$ cat src/core/sas_pkg.sv
package sas_pkg;
   // apb window
   localparam int             APB_AW      = 8;
   localparam int             APB_DW      = 32;
   localparam logic [7:0]     OFF_CTRL    = 8'h00;
   localparam logic [7:0]     OFF_STAT    = 8'h04;
   localparam logic [7:0]     OFF_RES0    = 8'h20;
   localparam logic [7:0]     WORD_MASK   = 8'h03;
   localparam int             WORD_SH     = 2;

   // control register fields
   localparam int             CTRL_W      = 8;
   localparam int             CTRL_START  = 0;
   localparam int             CTRL_DIV_LO = 1;
   localparam int             CTRL_PRI_LO = 3;
   localparam int             CTRL_ALT    = 5;
   localparam int             CTRL_RES8   = 6;
   localparam int             CTRL_VREF   = 7;
   localparam logic [7:0]     CTRL_RST    = 8'h00;

   // status register fields
   localparam int             STAT_BUSY   = 0;
   localparam int             STAT_CH_LO  = 1;
   localparam int             STAT_IRQ    = 4;

   // operating clock select, divided down from the source clock
   localparam logic [1:0]     DIV_BY4     = 2'h0;
   localparam logic [1:0]     DIV_BY2     = 2'h1;
   localparam int             DIV_SH4     = 2;
   localparam int             DIV_SH2     = 1;
   localparam int             PER_W       = 8;

   // successive approximation
   localparam int             RES_W       = 10;
   localparam int             BIT_W       = 4;
   localparam logic [9:0]     SAR_INIT    = 10'h200;
   localparam logic [9:0]     SAR_ONE     = 10'h001;
   localparam logic [3:0]     SAR_MSB     = 4'h9;
   localparam logic [3:0]     LSB_10      = 4'h0;
   localparam logic [3:0]     LSB_8       = 4'h2;
   localparam int             NUM_ALT     = 5;

   // clock
   localparam int             CLK_PER_NS  = 5;

   typedef enum logic {S_IDLE, S_CONV} sas_state_t;
endpackage

$ cat src/core/sas_top.sv
// Chosen here: the placing of the registers and register access over APB.
`timescale 1ns/10ps
`default_nettype none
// Summary of operation
// [RL1] start flag begins with channel zero
// [RL2] first channel result lands in result zero
// [RL3] priority pins, one other pin, restart
// [RL4] priority group is one to four channels
// [RL5] every finished pin writes its own result
// [RL6] sweep never raises conversion request bit
// [RL7] sweeping continues until start flag cleared
// [RL8] operating clock source over four, two, one
// [RL9] alternate group replaces channels zero to four
// [RL10] software changes setup only while stopped
// [RL11] software waits after reference connect
// [RL12] software writes mode before pin selection
// [RL13] software waits completion before reading results
// [RL14] software runs processor undivided in repeat
// [RL15] low supply: undivided, no hold, 8-bit
// [RL16] approximation starts at 1000000000, decides bit 9
// [RL17] each lower bit set, compared, maybe cleared
// [RL18] result moves only after last bit decided (bit 2 in 8-bit)
// [RL19] comparison code follows approximation register
// [RL20] 8-bit mode keeps upper eight bits
// [RL21] one result register per channel
module sas_top #(
   parameter int NUM_CH  = 8,
   parameter int SRC_DIV = 4
) (
   input  wire logic                         CLK,
   input  wire logic                         RST_N,
   input  wire logic                         PSEL,
   input  wire logic                         PENABLE,
   input  wire logic                         PWRITE,
   input  wire logic [sas_pkg::APB_AW-1:0]   PADDR,
   input  wire logic [sas_pkg::APB_DW-1:0]   PWDATA,
   output logic      [sas_pkg::APB_DW-1:0]   PRDATA,
   output logic                              PREADY,
   output logic                              PSLVERR,
   input  wire logic                         COMP_IN,
   output logic      [sas_pkg::RES_W-1:0]    DAC_CODE,
   output logic      [$clog2(NUM_CH)-1:0]    CH_SEL,
   output logic                              ALT_SEL,
   output logic                              VREF_CONN,
   output logic                              BUSY
);
   import sas_pkg::*;

   localparam int CH_W = $clog2(NUM_CH);
   localparam logic [CH_W-1:0] CH_LAST = CH_W'(NUM_CH - 1);
   localparam logic [CH_W-1:0] CH_ONE  = CH_W'(1);

   ////////////////////////////////////////////////////////////////////////
   logic                 comp_meta;
   logic                 comp_sync;

   // comparator output is analog-side, treat as asynchronous
   always_ff @(posedge CLK or negedge RST_N) begin
      if (!RST_N) begin
         comp_meta <= 1'b0;
         comp_sync <= 1'b0;
      end else begin
         comp_meta <= COMP_IN;
         comp_sync <= comp_meta;
      end
   end

   ////////////////////////////////////////////////////////////////////////
   logic [CTRL_W-1:0]    ctrl;
   logic [CTRL_W-1:0]    next_ctrl;
   logic [APB_DW-1:0]    rdata;
   logic [APB_DW-1:0]    next_rdata;
   logic                 slverr;
   logic                 next_slverr;
   logic [RES_W-1:0]     res [NUM_CH];
   logic [RES_W-1:0]     next_res [NUM_CH];
   logic                 res_we;
   logic [RES_W-1:0]     res_data;
   sas_state_t           state;
   sas_state_t           next_state;
   logic [CH_W-1:0]      ch;
   logic [CH_W-1:0]      next_ch;

   logic                 start;
   logic [1:0]           div_sel;
   logic [CH_W-1:0]      prio_last;
   logic                 res8;
   logic                 res_hit;
   logic [APB_AW-1:0]    res_off;
   logic [CH_W-1:0]      res_idx;

   assign start     = ctrl[CTRL_START];
   assign div_sel   = ctrl[CTRL_DIV_LO +: 2];
   assign prio_last = CH_W'(ctrl[CTRL_PRI_LO +: 2]);              // [RL4]
   assign res8      = ctrl[CTRL_RES8];

   assign res_off = PADDR - OFF_RES0;
   assign res_idx = CH_W'(res_off >> WORD_SH);
   assign res_hit = (PADDR >= OFF_RES0) && ((PADDR & WORD_MASK) == '0)
                    && ((res_off >> WORD_SH) < APB_AW'(NUM_CH));

   // zero-wait slave; read data prepared in the setup cycle
   always_comb begin
      next_ctrl   = ctrl;
      next_rdata  = rdata;
      next_slverr = 1'b0;
      if (PSEL && PENABLE && PWRITE && PADDR == OFF_CTRL) begin
         next_ctrl = PWDATA[CTRL_W-1:0];
      end
      if (PSEL && !PENABLE) begin
         next_rdata = '0;
         if (PADDR == OFF_CTRL) begin
            next_rdata[CTRL_W-1:0] = ctrl;
         end else if (PADDR == OFF_STAT) begin
            next_rdata[STAT_BUSY]            = (state == S_CONV);
            next_rdata[STAT_CH_LO +: CH_W]   = ch;
            next_rdata[STAT_IRQ]             = 1'b0;              // [RL6]
         end else if (res_hit) begin
            next_rdata[RES_W-1:0] = res[res_idx];
         end else begin
            next_slverr = 1'b1;
         end
      end
   end

   always_ff @(posedge CLK or negedge RST_N) begin
      if (!RST_N) begin
         ctrl   <= CTRL_RST;
         rdata  <= '0;
         slverr <= 1'b0;
      end else begin
         ctrl   <= next_ctrl;
         rdata  <= next_rdata;
         slverr <= next_slverr;
      end
   end

   assign PRDATA  = rdata;
   assign PREADY  = 1'b1;
   assign PSLVERR = slverr && PSEL && PENABLE;

   ////////////////////////////////////////////////////////////////////////
   // operating clock as a step strobe, no derived clock net
   logic [PER_W-1:0]     period;
   logic [PER_W-1:0]     cnt;
   logic [PER_W-1:0]     next_cnt;
   logic                 tick;

   always_comb begin
      unique case (div_sel)                                        // [RL8]
         DIV_BY4: period = PER_W'(SRC_DIV) << DIV_SH4;
         DIV_BY2: period = PER_W'(SRC_DIV) << DIV_SH2;
         default: period = PER_W'(SRC_DIV);
      endcase
   end

   assign tick = (state == S_CONV) && (cnt == period - PER_W'(1));

   always_comb begin
      next_cnt = cnt + PER_W'(1);
      if (state != S_CONV || tick) begin
         next_cnt = '0;
      end
   end

   always_ff @(posedge CLK or negedge RST_N) begin
      if (!RST_N) begin
         cnt <= '0;
      end else begin
         cnt <= next_cnt;
      end
   end

   ////////////////////////////////////////////////////////////////////////
   logic [RES_W-1:0]     sar;
   logic [RES_W-1:0]     next_sar;
   logic [BIT_W-1:0]     bitidx;
   logic [BIT_W-1:0]     next_bitidx;
   logic [CH_W-1:0]      nx;
   logic [CH_W-1:0]      next_nx;
   logic                 in_nx;
   logic                 next_in_nx;
   logic                 alt_sel;
   logic                 next_alt_sel;
   logic [RES_W-1:0]     decided;
   logic [BIT_W-1:0]     last_bit;

   assign last_bit = res8 ? LSB_8 : LSB_10;
   // keep the bit only when the comparison voltage is below the input
   assign decided  = comp_sync ? sar : (sar & ~(SAR_ONE << bitidx)); // [RL17]

   always_comb begin
      next_state  = state;
      next_sar    = sar;
      next_bitidx = bitidx;
      next_ch     = ch;
      next_nx     = nx;
      next_in_nx  = in_nx;
      res_we      = 1'b0;
      res_data    = decided;
      if (res8) begin
         res_data = RES_W'(decided[RES_W-1:LSB_8]);               // [RL20]
      end
      unique case (state)
         S_IDLE: begin
            if (start) begin                                       // [RL1]
               next_state  = S_CONV;
               next_sar    = SAR_INIT;                             // [RL16]
               next_bitidx = SAR_MSB;
               next_ch     = '0;
               next_in_nx  = 1'b0;
               next_nx     = prio_last + CH_ONE;
            end
         end
         S_CONV: begin
            // dropping the flag aborts, a partial result is discarded
            if (!start) begin                                      // [RL7]
               next_state = S_IDLE;
               next_sar   = SAR_INIT;
            end else if (tick) begin
               if (bitidx == last_bit) begin
                  res_we      = 1'b1;                              // [RL18]
                  next_sar    = SAR_INIT;
                  next_bitidx = SAR_MSB;
                  if (in_nx) begin                                 // [RL3]
                     next_ch    = '0;
                     next_in_nx = 1'b0;
                     next_nx    = (nx == CH_LAST) ? prio_last + CH_ONE
                                                  : nx + CH_ONE;
                  end else if (ch == prio_last) begin
                     next_ch    = nx;
                     next_in_nx = 1'b1;
                  end else begin
                     next_ch    = ch + CH_ONE;
                  end
               end else begin
                  next_sar    = decided | (SAR_ONE << (bitidx - 1'b1));
                  next_bitidx = bitidx - 1'b1;
               end
            end
         end
      endcase
      next_alt_sel = next_ctrl[CTRL_ALT] && (next_ch < CH_W'(NUM_ALT));
   end

   always_ff @(posedge CLK or negedge RST_N) begin
      if (!RST_N) begin
         state   <= S_IDLE;
         sar     <= SAR_INIT;
         bitidx  <= SAR_MSB;
         ch      <= '0;
         nx      <= '0;
         in_nx   <= 1'b0;
         alt_sel <= 1'b0;
      end else begin
         state   <= next_state;
         sar     <= next_sar;
         bitidx  <= next_bitidx;
         ch      <= next_ch;
         nx      <= next_nx;
         in_nx   <= next_in_nx;
         alt_sel <= next_alt_sel;
      end
   end

   // each channel owns a result word, touched only at its own completion
   always_comb begin
      next_res = res;
      if (res_we) begin
         next_res[ch] = res_data;                            // [RL2] [RL5]
      end
   end

   always_ff @(posedge CLK or negedge RST_N) begin
      if (!RST_N) begin
         for (int i = 0; i < NUM_CH; i++) begin
            res[i] <= '0;                                          // [RL21]
         end
      end else begin
         res <= next_res;
      end
   end

   assign DAC_CODE  = sar;                                         // [RL19]
   assign CH_SEL    = ch;
   assign ALT_SEL   = alt_sel;                                     // [RL9]
   assign VREF_CONN = ctrl[CTRL_VREF];
   assign BUSY      = (state == S_CONV);

   logic [PER_W-1:0]     gap;
   logic [PER_W-1:0]     next_gap;
   logic [RES_W-1:0]     sar_q;
   logic [CH_W-1:0]      ch_q;

   // step length seen from the outputs, not from the divider counter
   always_comb begin
      next_gap = gap + PER_W'(1);
      if (!BUSY) begin
         next_gap = '0;
      end else if (sar != sar_q || ch != ch_q) begin
         next_gap = PER_W'(1);
      end
   end

   always_ff @(posedge CLK or negedge RST_N) begin
      if (!RST_N) begin
         gap   <= '0;
         sar_q <= SAR_INIT;
         ch_q  <= '0;
      end else begin
         gap   <= next_gap;
         sar_q <= sar;
         ch_q  <= ch;
      end
   end
endmodule
`default_nettype wire

$ cat config.mk
export PLATFORM = sky130hd
export DESIGN_NAME = sas_top
export DESIGN_NICKNAME = d
export VERILOG_FILES = /design/src/core/sas_pkg.sv /design/src/core/sas_top.sv
export SDC_FILE = /design/constraint.sdc
export NUM_CORES = 1
export LEC_CHECK = 0
export BUFFER_PORTS_ARGS = -buffer_cell sky130_fd_sc_hd__buf_2
export CAP_MARGIN = 20
export CELL_PAD_IN_SITES_DETAIL_PLACEMENT = 1
export CELL_PAD_IN_SITES_GLOBAL_PLACEMENT = 1
export CORE_ASPECT_RATIO = 1.75
export CORE_MARGIN = 3
export CORE_UTILIZATION = 40
export DETAILED_ROUTE_END_ITERATION = 10
export GPL_ROUTABILITY_DRIVEN = 0
export HOLD_SLACK_MARGIN = 0.02
export MAX_ROUTING_LAYER = met4
export PLACE_DENSITY_LB_ADDON = 0.1
export SYNTH_ARGS = -nofsm -noshare
export SYNTH_HDL_FRONTEND = slang
export SYNTH_SLANG_ARGS = --single-unit
$ cat constraint.sdc
create_clock -name CLK -period 1.9 [get_ports CLK]
set_input_delay 0.475 -clock CLK [delete_from_list [all_inputs] [get_ports CLK]]
set_output_delay 0.475 -clock CLK [all_outputs]
set_load 0.1 [all_outputs]
==> metrics, run 1 <==
Max Freq approximately 470 MHz; vias in the first global route between 5000 and 6000; Nets 821; Most used DFF post-synth dfrtp_1; vias after detailed routing 5325; number of synthesized register bits 132; Clock Root Buffer clkbuf_16; Initial Util 0.409; gr ovfl total 0; post-route insts no fill roughly 960; Mapped Avg Cell Area slightly above 10 sq um; Worst-Margin Slew 0.606 ns; Critical Path AT around 2.4 ns; failing checks setup timing; Fin. Hold Viols 0; Lkg Pwr between 0.003 and 0.004 uW; pwr dens approximately 840 mW/mm^2; Max-Cap Viols 0; R2R depth 10; Top Metal Used met4; critical path required time 2.18 ns; Hold Crit Endpoint comp_meta; Final min period 2.11 ns; Worst Setup Start Kind flop; share of flip-flops with an asynchronous set or reset 1.00; most frequent CP cell buf_6; DRT met1 WL ~7400 um; CTS tree built; area of the multi-input gates approximately 0.0032 sq mm; top cells by area, synth dfrtp_1 (50%), o21ai_0 (7.2%), mux4_2 (6.9%); EDFF count, synth 0; global-route wire length before repair between 30000 and 40000 um; WHS Path Cells 1; Slew Limit Fails 0; Setup-failing EPs final 83; placed cells 910; largest net degree at the start of global routing 61; # H-tree levels 4; final worst-path setup slack -0.210 ns; Synth-to-Final Area Change 34.9%; FF-to-FF Start bitidx[1]; Worst-path clk slew around 0.06 ns; Crit. End Element flop; die width 103 um; Synth Warn # 0; Util after Layout 0.551; Clock Skew 0.00955 ns; CP top delay family simple AND/OR/NAND/NOR gates; input/output buffers 48; Synth area leader dfrtp_1; Synth top area share 0.495; worst skew pair latency 0.42 ns; post-DR vias/cell roughly 5.5; WL met2 11700 um; Die Area 0.0179 sq mm; clock sink total 132; clock buffer depth 2; DRC viols 0; synth cell count leaders dfrtp_1 (129), nand2_1 (114), o21ai_0 (94); Peak VDD IR 0.585 mV; RSZ-0062 raised after global routing true; DR WL met3 596 um; CORE AREA about 0.016 sq mm; status finished, violations left; Ports 96; Tot Pwr around 7300 uW; Filler cells 1715; Worst Hold Class in -> reg; drt pass-1 iters 5; R2R Path End res[15]; layout cell share with drive strength beyond 1 0.372; Buf/Inv on CP 4; post-synthesis cell area between 0.006 and 0.007 sq mm; count leader, synth dfrtp_1; wire length per cell 21.1 um; worst rel slew slack 0.584; storage element area 0.00331 sq mm; Critical-path top delay cell or4_4; initial antenna violation count 0; Cells after Synth between 600 and 700; sequential share of the synthesized area 0.507; critical path type reg -> reg; # diodes 0; Rows 61; crit share post-route 1.11; Routed WL 20400 um; Netlist cell types 54; r2r setup slk -0.21 ns; estimated wirelength of the detail-placed design 13200 um; CP Max Fanout 6; hold_sp COMP_IN; CP Cell Sequence xor2_1 > or4_4 > nor4_4 > buf_4 > buf_6 > nand4b_1 > buf_6 > buf_6 > nand2_1 > o21ai_1; ANT nets after route 0; die height 175 um; CTS Buf Count 17; DR iter-0 viols between 150 and 200; Crit path largest cell delay 0.45 ns; GRT Total Usage 0.239
-- routing by layer --
layer / global-route usage / vias up
met1: 0.254 / 2721
met3: 0.0443 / 47
met2: 0.432 / 113
met5: - / -
met4: 0.0805 / 0
li1: - / 2444
-- metrics by stage --
step | area [sq um] | TNS [ns] | hold WS [ns] | worst slack (ns)
after floorplan | 6640 | -8.99 | 0.179 | -0.176
after global placement | 7550 | -10.04 | 0.336 | -0.265
after detailed placement | 7550 | -14.05 | 0.348 | -0.293
after CTS | 8550 | -9.42 | 0.144 | -0.165
after global routing | 8790 | -21.22 | 0.146 | -0.333
final | 8790 | -11.55 | 0.164 | -0.210
-- how the worst max path moves through the flow --
stage,start,end,slack [ns],depth (start not counted)
floorplan,PADDR[2],ALT_SEL,-0.18,7
global placement,PADDR[5],PRDATA[1],-0.26,6
detailed placement,PADDR[5],PRDATA[2],-0.29,6
CTS,bitidx[1],res[12],-0.16,9
global route,bitidx[1],res[22],-0.33,9
finish,bitidx[1],res[15],-0.21,10
-- layout by cell type (no fill, tap or decap), types with 4 or more instances in the layout --
master | Yosys | final
buf_12 | 0 | 14
clkbuf_16 | 0 | 19
nand3_4 | 0 | 4
xnor2_1 | 7 | 5
o21ai_1 | 4 | 66
o21ai_0 | 94 | 29
xor2_1 | 6 | 5
clkinvlp_4 | 0 | 4
a21boi_0 | 8 | 5
conb_1 | 2 | 23
o31ai_1 | 8 | 8
nand3_1 | 11 | 5
buf_6 | 1 | 9
nor3_1 | 7 | 6
nand2_1 | 114 | 89
mux4_2 | 20 | 20
buf_16 | 0 | 5
inv_1 | 12 | 11
dfrtp_2 | 0 | 5
ha_1 | 12 | 11
a21oi_1 | 18 | 18
buf_2 | 11 | 45
and3_1 | 4 | 4
buf_4 | 24 | 74
nand3b_1 | 4 | 4
nand2b_1 | 4 | 4
dfrtp_1 | 129 | 124
nand2_2 | 0 | 23
mux2_2 | 13 | 12
mux2i_1 | 18 | 16
o22ai_1 | 6 | 6
nor2_1 | 27 | 25
clkinv_2 | 0 | 5
-- report_power, final --
part | switching, uW | internal, uW | total (uW) | leakage, uW
Combinational | 724 | 402 | 1130 | 0.00188
Sequential | 37.1 | 2860 | 2900 | 0.00182
Clock | 1270 | 2050 | 3320 | 0.000281
-- cell families (layout without fill, tap and decap cells) --
group | count (synthesis) | count (layout) | share of synthesized area
and+or+nand+nor | 194 | 194 | 0.135
adders and majority gates | 12 | 12 | 0.0230
buffers and inverters | 70 | 194 | 0.0576
muxes | 51 | 51 | 0.119
DFF | 132 | 132 | 0.507
AOI/OAI and AO/OA | 156 | 156 | 0.140
xor gates and xnor gates | 13 | 13 | 0.0175
other | 2 | 23 | 0.00115
-- final cells by class --
class | instances | share of cell area
Clock buffer | 17 | 0.0484
Multi-Input combinational cell | 449 | 0.368
Inverter | 12 | 0.00512
Tap cell | 189 | 0.0269
Timing Repair Buffer | 151 | 0.156
Sequential cell | 132 | 0.377
Clock inverter | 14 | 0.0185
-- sequential cells by signal, indices dropped and copies added, names as in the netlist --
name / count
res: 80
DAC_CODE: 10
PRDATA: 10
cnt: 8
ctrl: 8
bitidx: 4
CH_SEL: 3
nx: 3
ALT_SEL: 1
BUSY: 1
comp_meta: 1
comp_sync: 1
in_nx: 1
slverr: 1
-- repair_timing --
item,in CTS,in global routing
endpoints found under the setup margin,96,99
hold endpoints to repair,22,0
hold buffers,1,0
gates resized for setup,114,38
buffers inserted,7,7
cloned,6,3
pin swaps,16,4
Note: power is estimated with default switching activity, not from simulation.
==> run 2, diff against run 1 <==
- REMOVE_ABC_BUFFERS: not set -> 1
==> run 2 against run 1 <==
Net effect: sequential cell count is the same; clock-buffer cell count grew 1; the flow still finishes with violations (setup timing); total power shrank 2.6%; non-clock buffer count shrank 3; design area shrank 1.9%; first-iteration DRC count shrank 17%; die area is the same; clock skew grew 0.0037 ns; routed wire length grew 4.2%; core utilization shrank 1.1 points.
==> metrics, run 2 (synthesis gave the netlist of run 1 again) <==
Buf/Inv on CP 3; CTS tree built; # diodes 0; # H-tree levels 4; Fin. Hold Viols 0; drt pass-1 iters 4; RSZ-0062 raised after global routing true; Peak VDD IR 0.555 mV; Setup-failing EPs final 85; Clock Skew 0.0132 ns; final worst-path setup slack -0.250 ns; commonest non-fill, non-tap cell in the layout dfrtp_1; pwr dens 830 mW/mm^2; Max Freq roughly 470 MHz; Lkg Pwr approximately 0.0039 uW; Slew Limit Fails 0; Synth-to-Final Area Change 32.2%; DR iter-0 viols around 160; Worst Hold Class in -> reg; area of the multi-input gates 0.00315 sq mm; FF-to-FF Start bitidx[1]; WHS Path Cells 1; CP Max Fanout 20; power share of the sequential group 0.406; clock buffer depth 2; setup TNS -14.14 ns; largest net degree at the start of global routing 44; CTS Buf Count 17; dpl ws -0.391 ns; Worst Setup Start Kind flop; Critical-path top delay cell or4_4; most frequent CP cell buf_4; Max-Cap Viols 0; worst skew pair latency 0.42 ns; critical path type reg -> reg; global-route wire length before repair 32500 um; layout cell share with drive strength beyond 1 0.357; vias after detailed routing 5313; clock sink total 132; Clk pwr share 0.446; Hold Crit Endpoint comp_meta; Pint 5040 uW; die width 103 um; failing checks setup timing; Worst-Margin Slew 0.585 ns; Clock Root Buffer clkbuf_16; storage element area between 0.003 and 0.004 sq mm; Crit path largest cell delay between 0.4 and 0.5 ns; R2R Path End res[1]; DRC viols 0; initial antenna violation count 0; vias in the first global route 5956; critical path required time 2.19 ns; Routed WL 21200 um; input/output buffers 48; Combinational Power Share 0.148; crit share post-route 1.13; r2r setup slk -0.25 ns; worst rel slew slack 0.609; Die Area 0.0179 sq mm; gr ovfl total 0; largest reg by FF count res; ANT nets after route 0; Worst-path clk slew 0.06 ns; CORE AREA roughly 0.016 sq mm; Initial Util 0.409; most frequent cells in the layout dfrtp_1 (129), nand2_1 (97), buf_4 (74); Final min period around 2.2 ns; Crit. End Element flop; die height 175 um; Ports 96; estimated wirelength of the detail-placed design 13900 um; P_sw 2110 uW; max reg flops 80; CP Cell Sequence xor2_1 > or4_4 > nor4_4 > buf_4 > buf_4 > nand4_1 > buf_6 > nand2_1 > o21ai_0; hold_sp COMP_IN; R2R depth 9; Critical Path AT 2.44 ns; status finished, violations left; Nets between 800 and 900; Filler cells approximately 1700; wire length per cell 22.1 um; switching part of the total power 0.295; GRT Total Usage 0.248; post-DR vias/cell around 5.5; Rows ~60; CP top delay family simple AND/OR/NAND/NOR gates; Util after Layout 0.540
==> run 2: cell type report <==
type | instances | area share
Clock buffer | 18 | 0.0498
Clock inverter | 14 | 0.0164
Inverter | 12 | 0.00522
Multi-Input combinational cell | 449 | 0.366
Sequential cell | 132 | 0.384
Tap cell | 189 | 0.0274
Timing Repair Buffer | 148 | 0.152
==> run 2: routing by layer <==
metal | global-route usage | vias up | share of wire
li1 | - | 2435 | -
met1 | 0.269 | 2733 | 0.37
met2 | 0.448 | 107 | 0.57
met3 | 0.0320 | 38 | 0.027
met4 | 0.0903 | 0 | 0.034
met5 | - | - | 0
==> run 2: worst reg2reg max path, cell delays in order, from the launching register on <==
cell and delay [ns]:
dfrtp_1 0.38, xor2_1 0.18, or4_4 0.44, nor4_4 0.18
buf_4 0.19, buf_4 0.12, nand4_1 0.13, buf_6 0.22
nand2_1 0.09, o21ai_0 0.09
==> run 2: worst max-delay path by stage <==
stage	from	to	slack, ns	cells after the start
2_1_floorplan	BUSY	res[10]	-1.05	5
3_3_place_gp	PADDR[2]	PRDATA[3]	-0.37	8
3_5_place_dp	PADDR[2]	PRDATA[3]	-0.39	8
4_1_cts	bitidx[1]	res[1]	-0.19	9
5_1_grt	bitidx[1]	res[1]	-0.35	9
6_report	bitidx[1]	res[1]	-0.25	9
==> run 2: power groups by stage <==
| stage | sequential [uW] | combinational, uW | clock [uW] |
|---|---|---|---|
| after floorplan | 3030 | 462 | 0 |
| after global placement | 2950 | 922 | 0 |
| after detailed placement | 2950 | 945 | 0 |
| after CTS | 2900 | 1010 | 3260 |
| after global routing | 2910 | 1130 | 3390 |
| final | 2900 | 1060 | 3190 |
==> run 2: timing repair <==
action                                  4_1_cts  5_1_grt
buffers inserted                              6        8
endpoints found under the setup margin       96      103
hold buffers                                  1        0
gates cloned                                  6        3
pin swaps                                    15        7
resized for setup                           102       37
endpoints found under the hold margin        22        0
==> run 2: through the flow <==
stage	total power (uW)	area (sq um)	hold slack, ns	std cells
6_report	7150	8620	0.161	962
5_1_grt	7420	8620	0.150	962
4_1_cts	7160	8410	0.148	953
3_5_place_dp	3900	7460	0.347	908
3_3_place_gp	3870	7460	0.339	908
2_1_floorplan	3500	6270	0.179	593
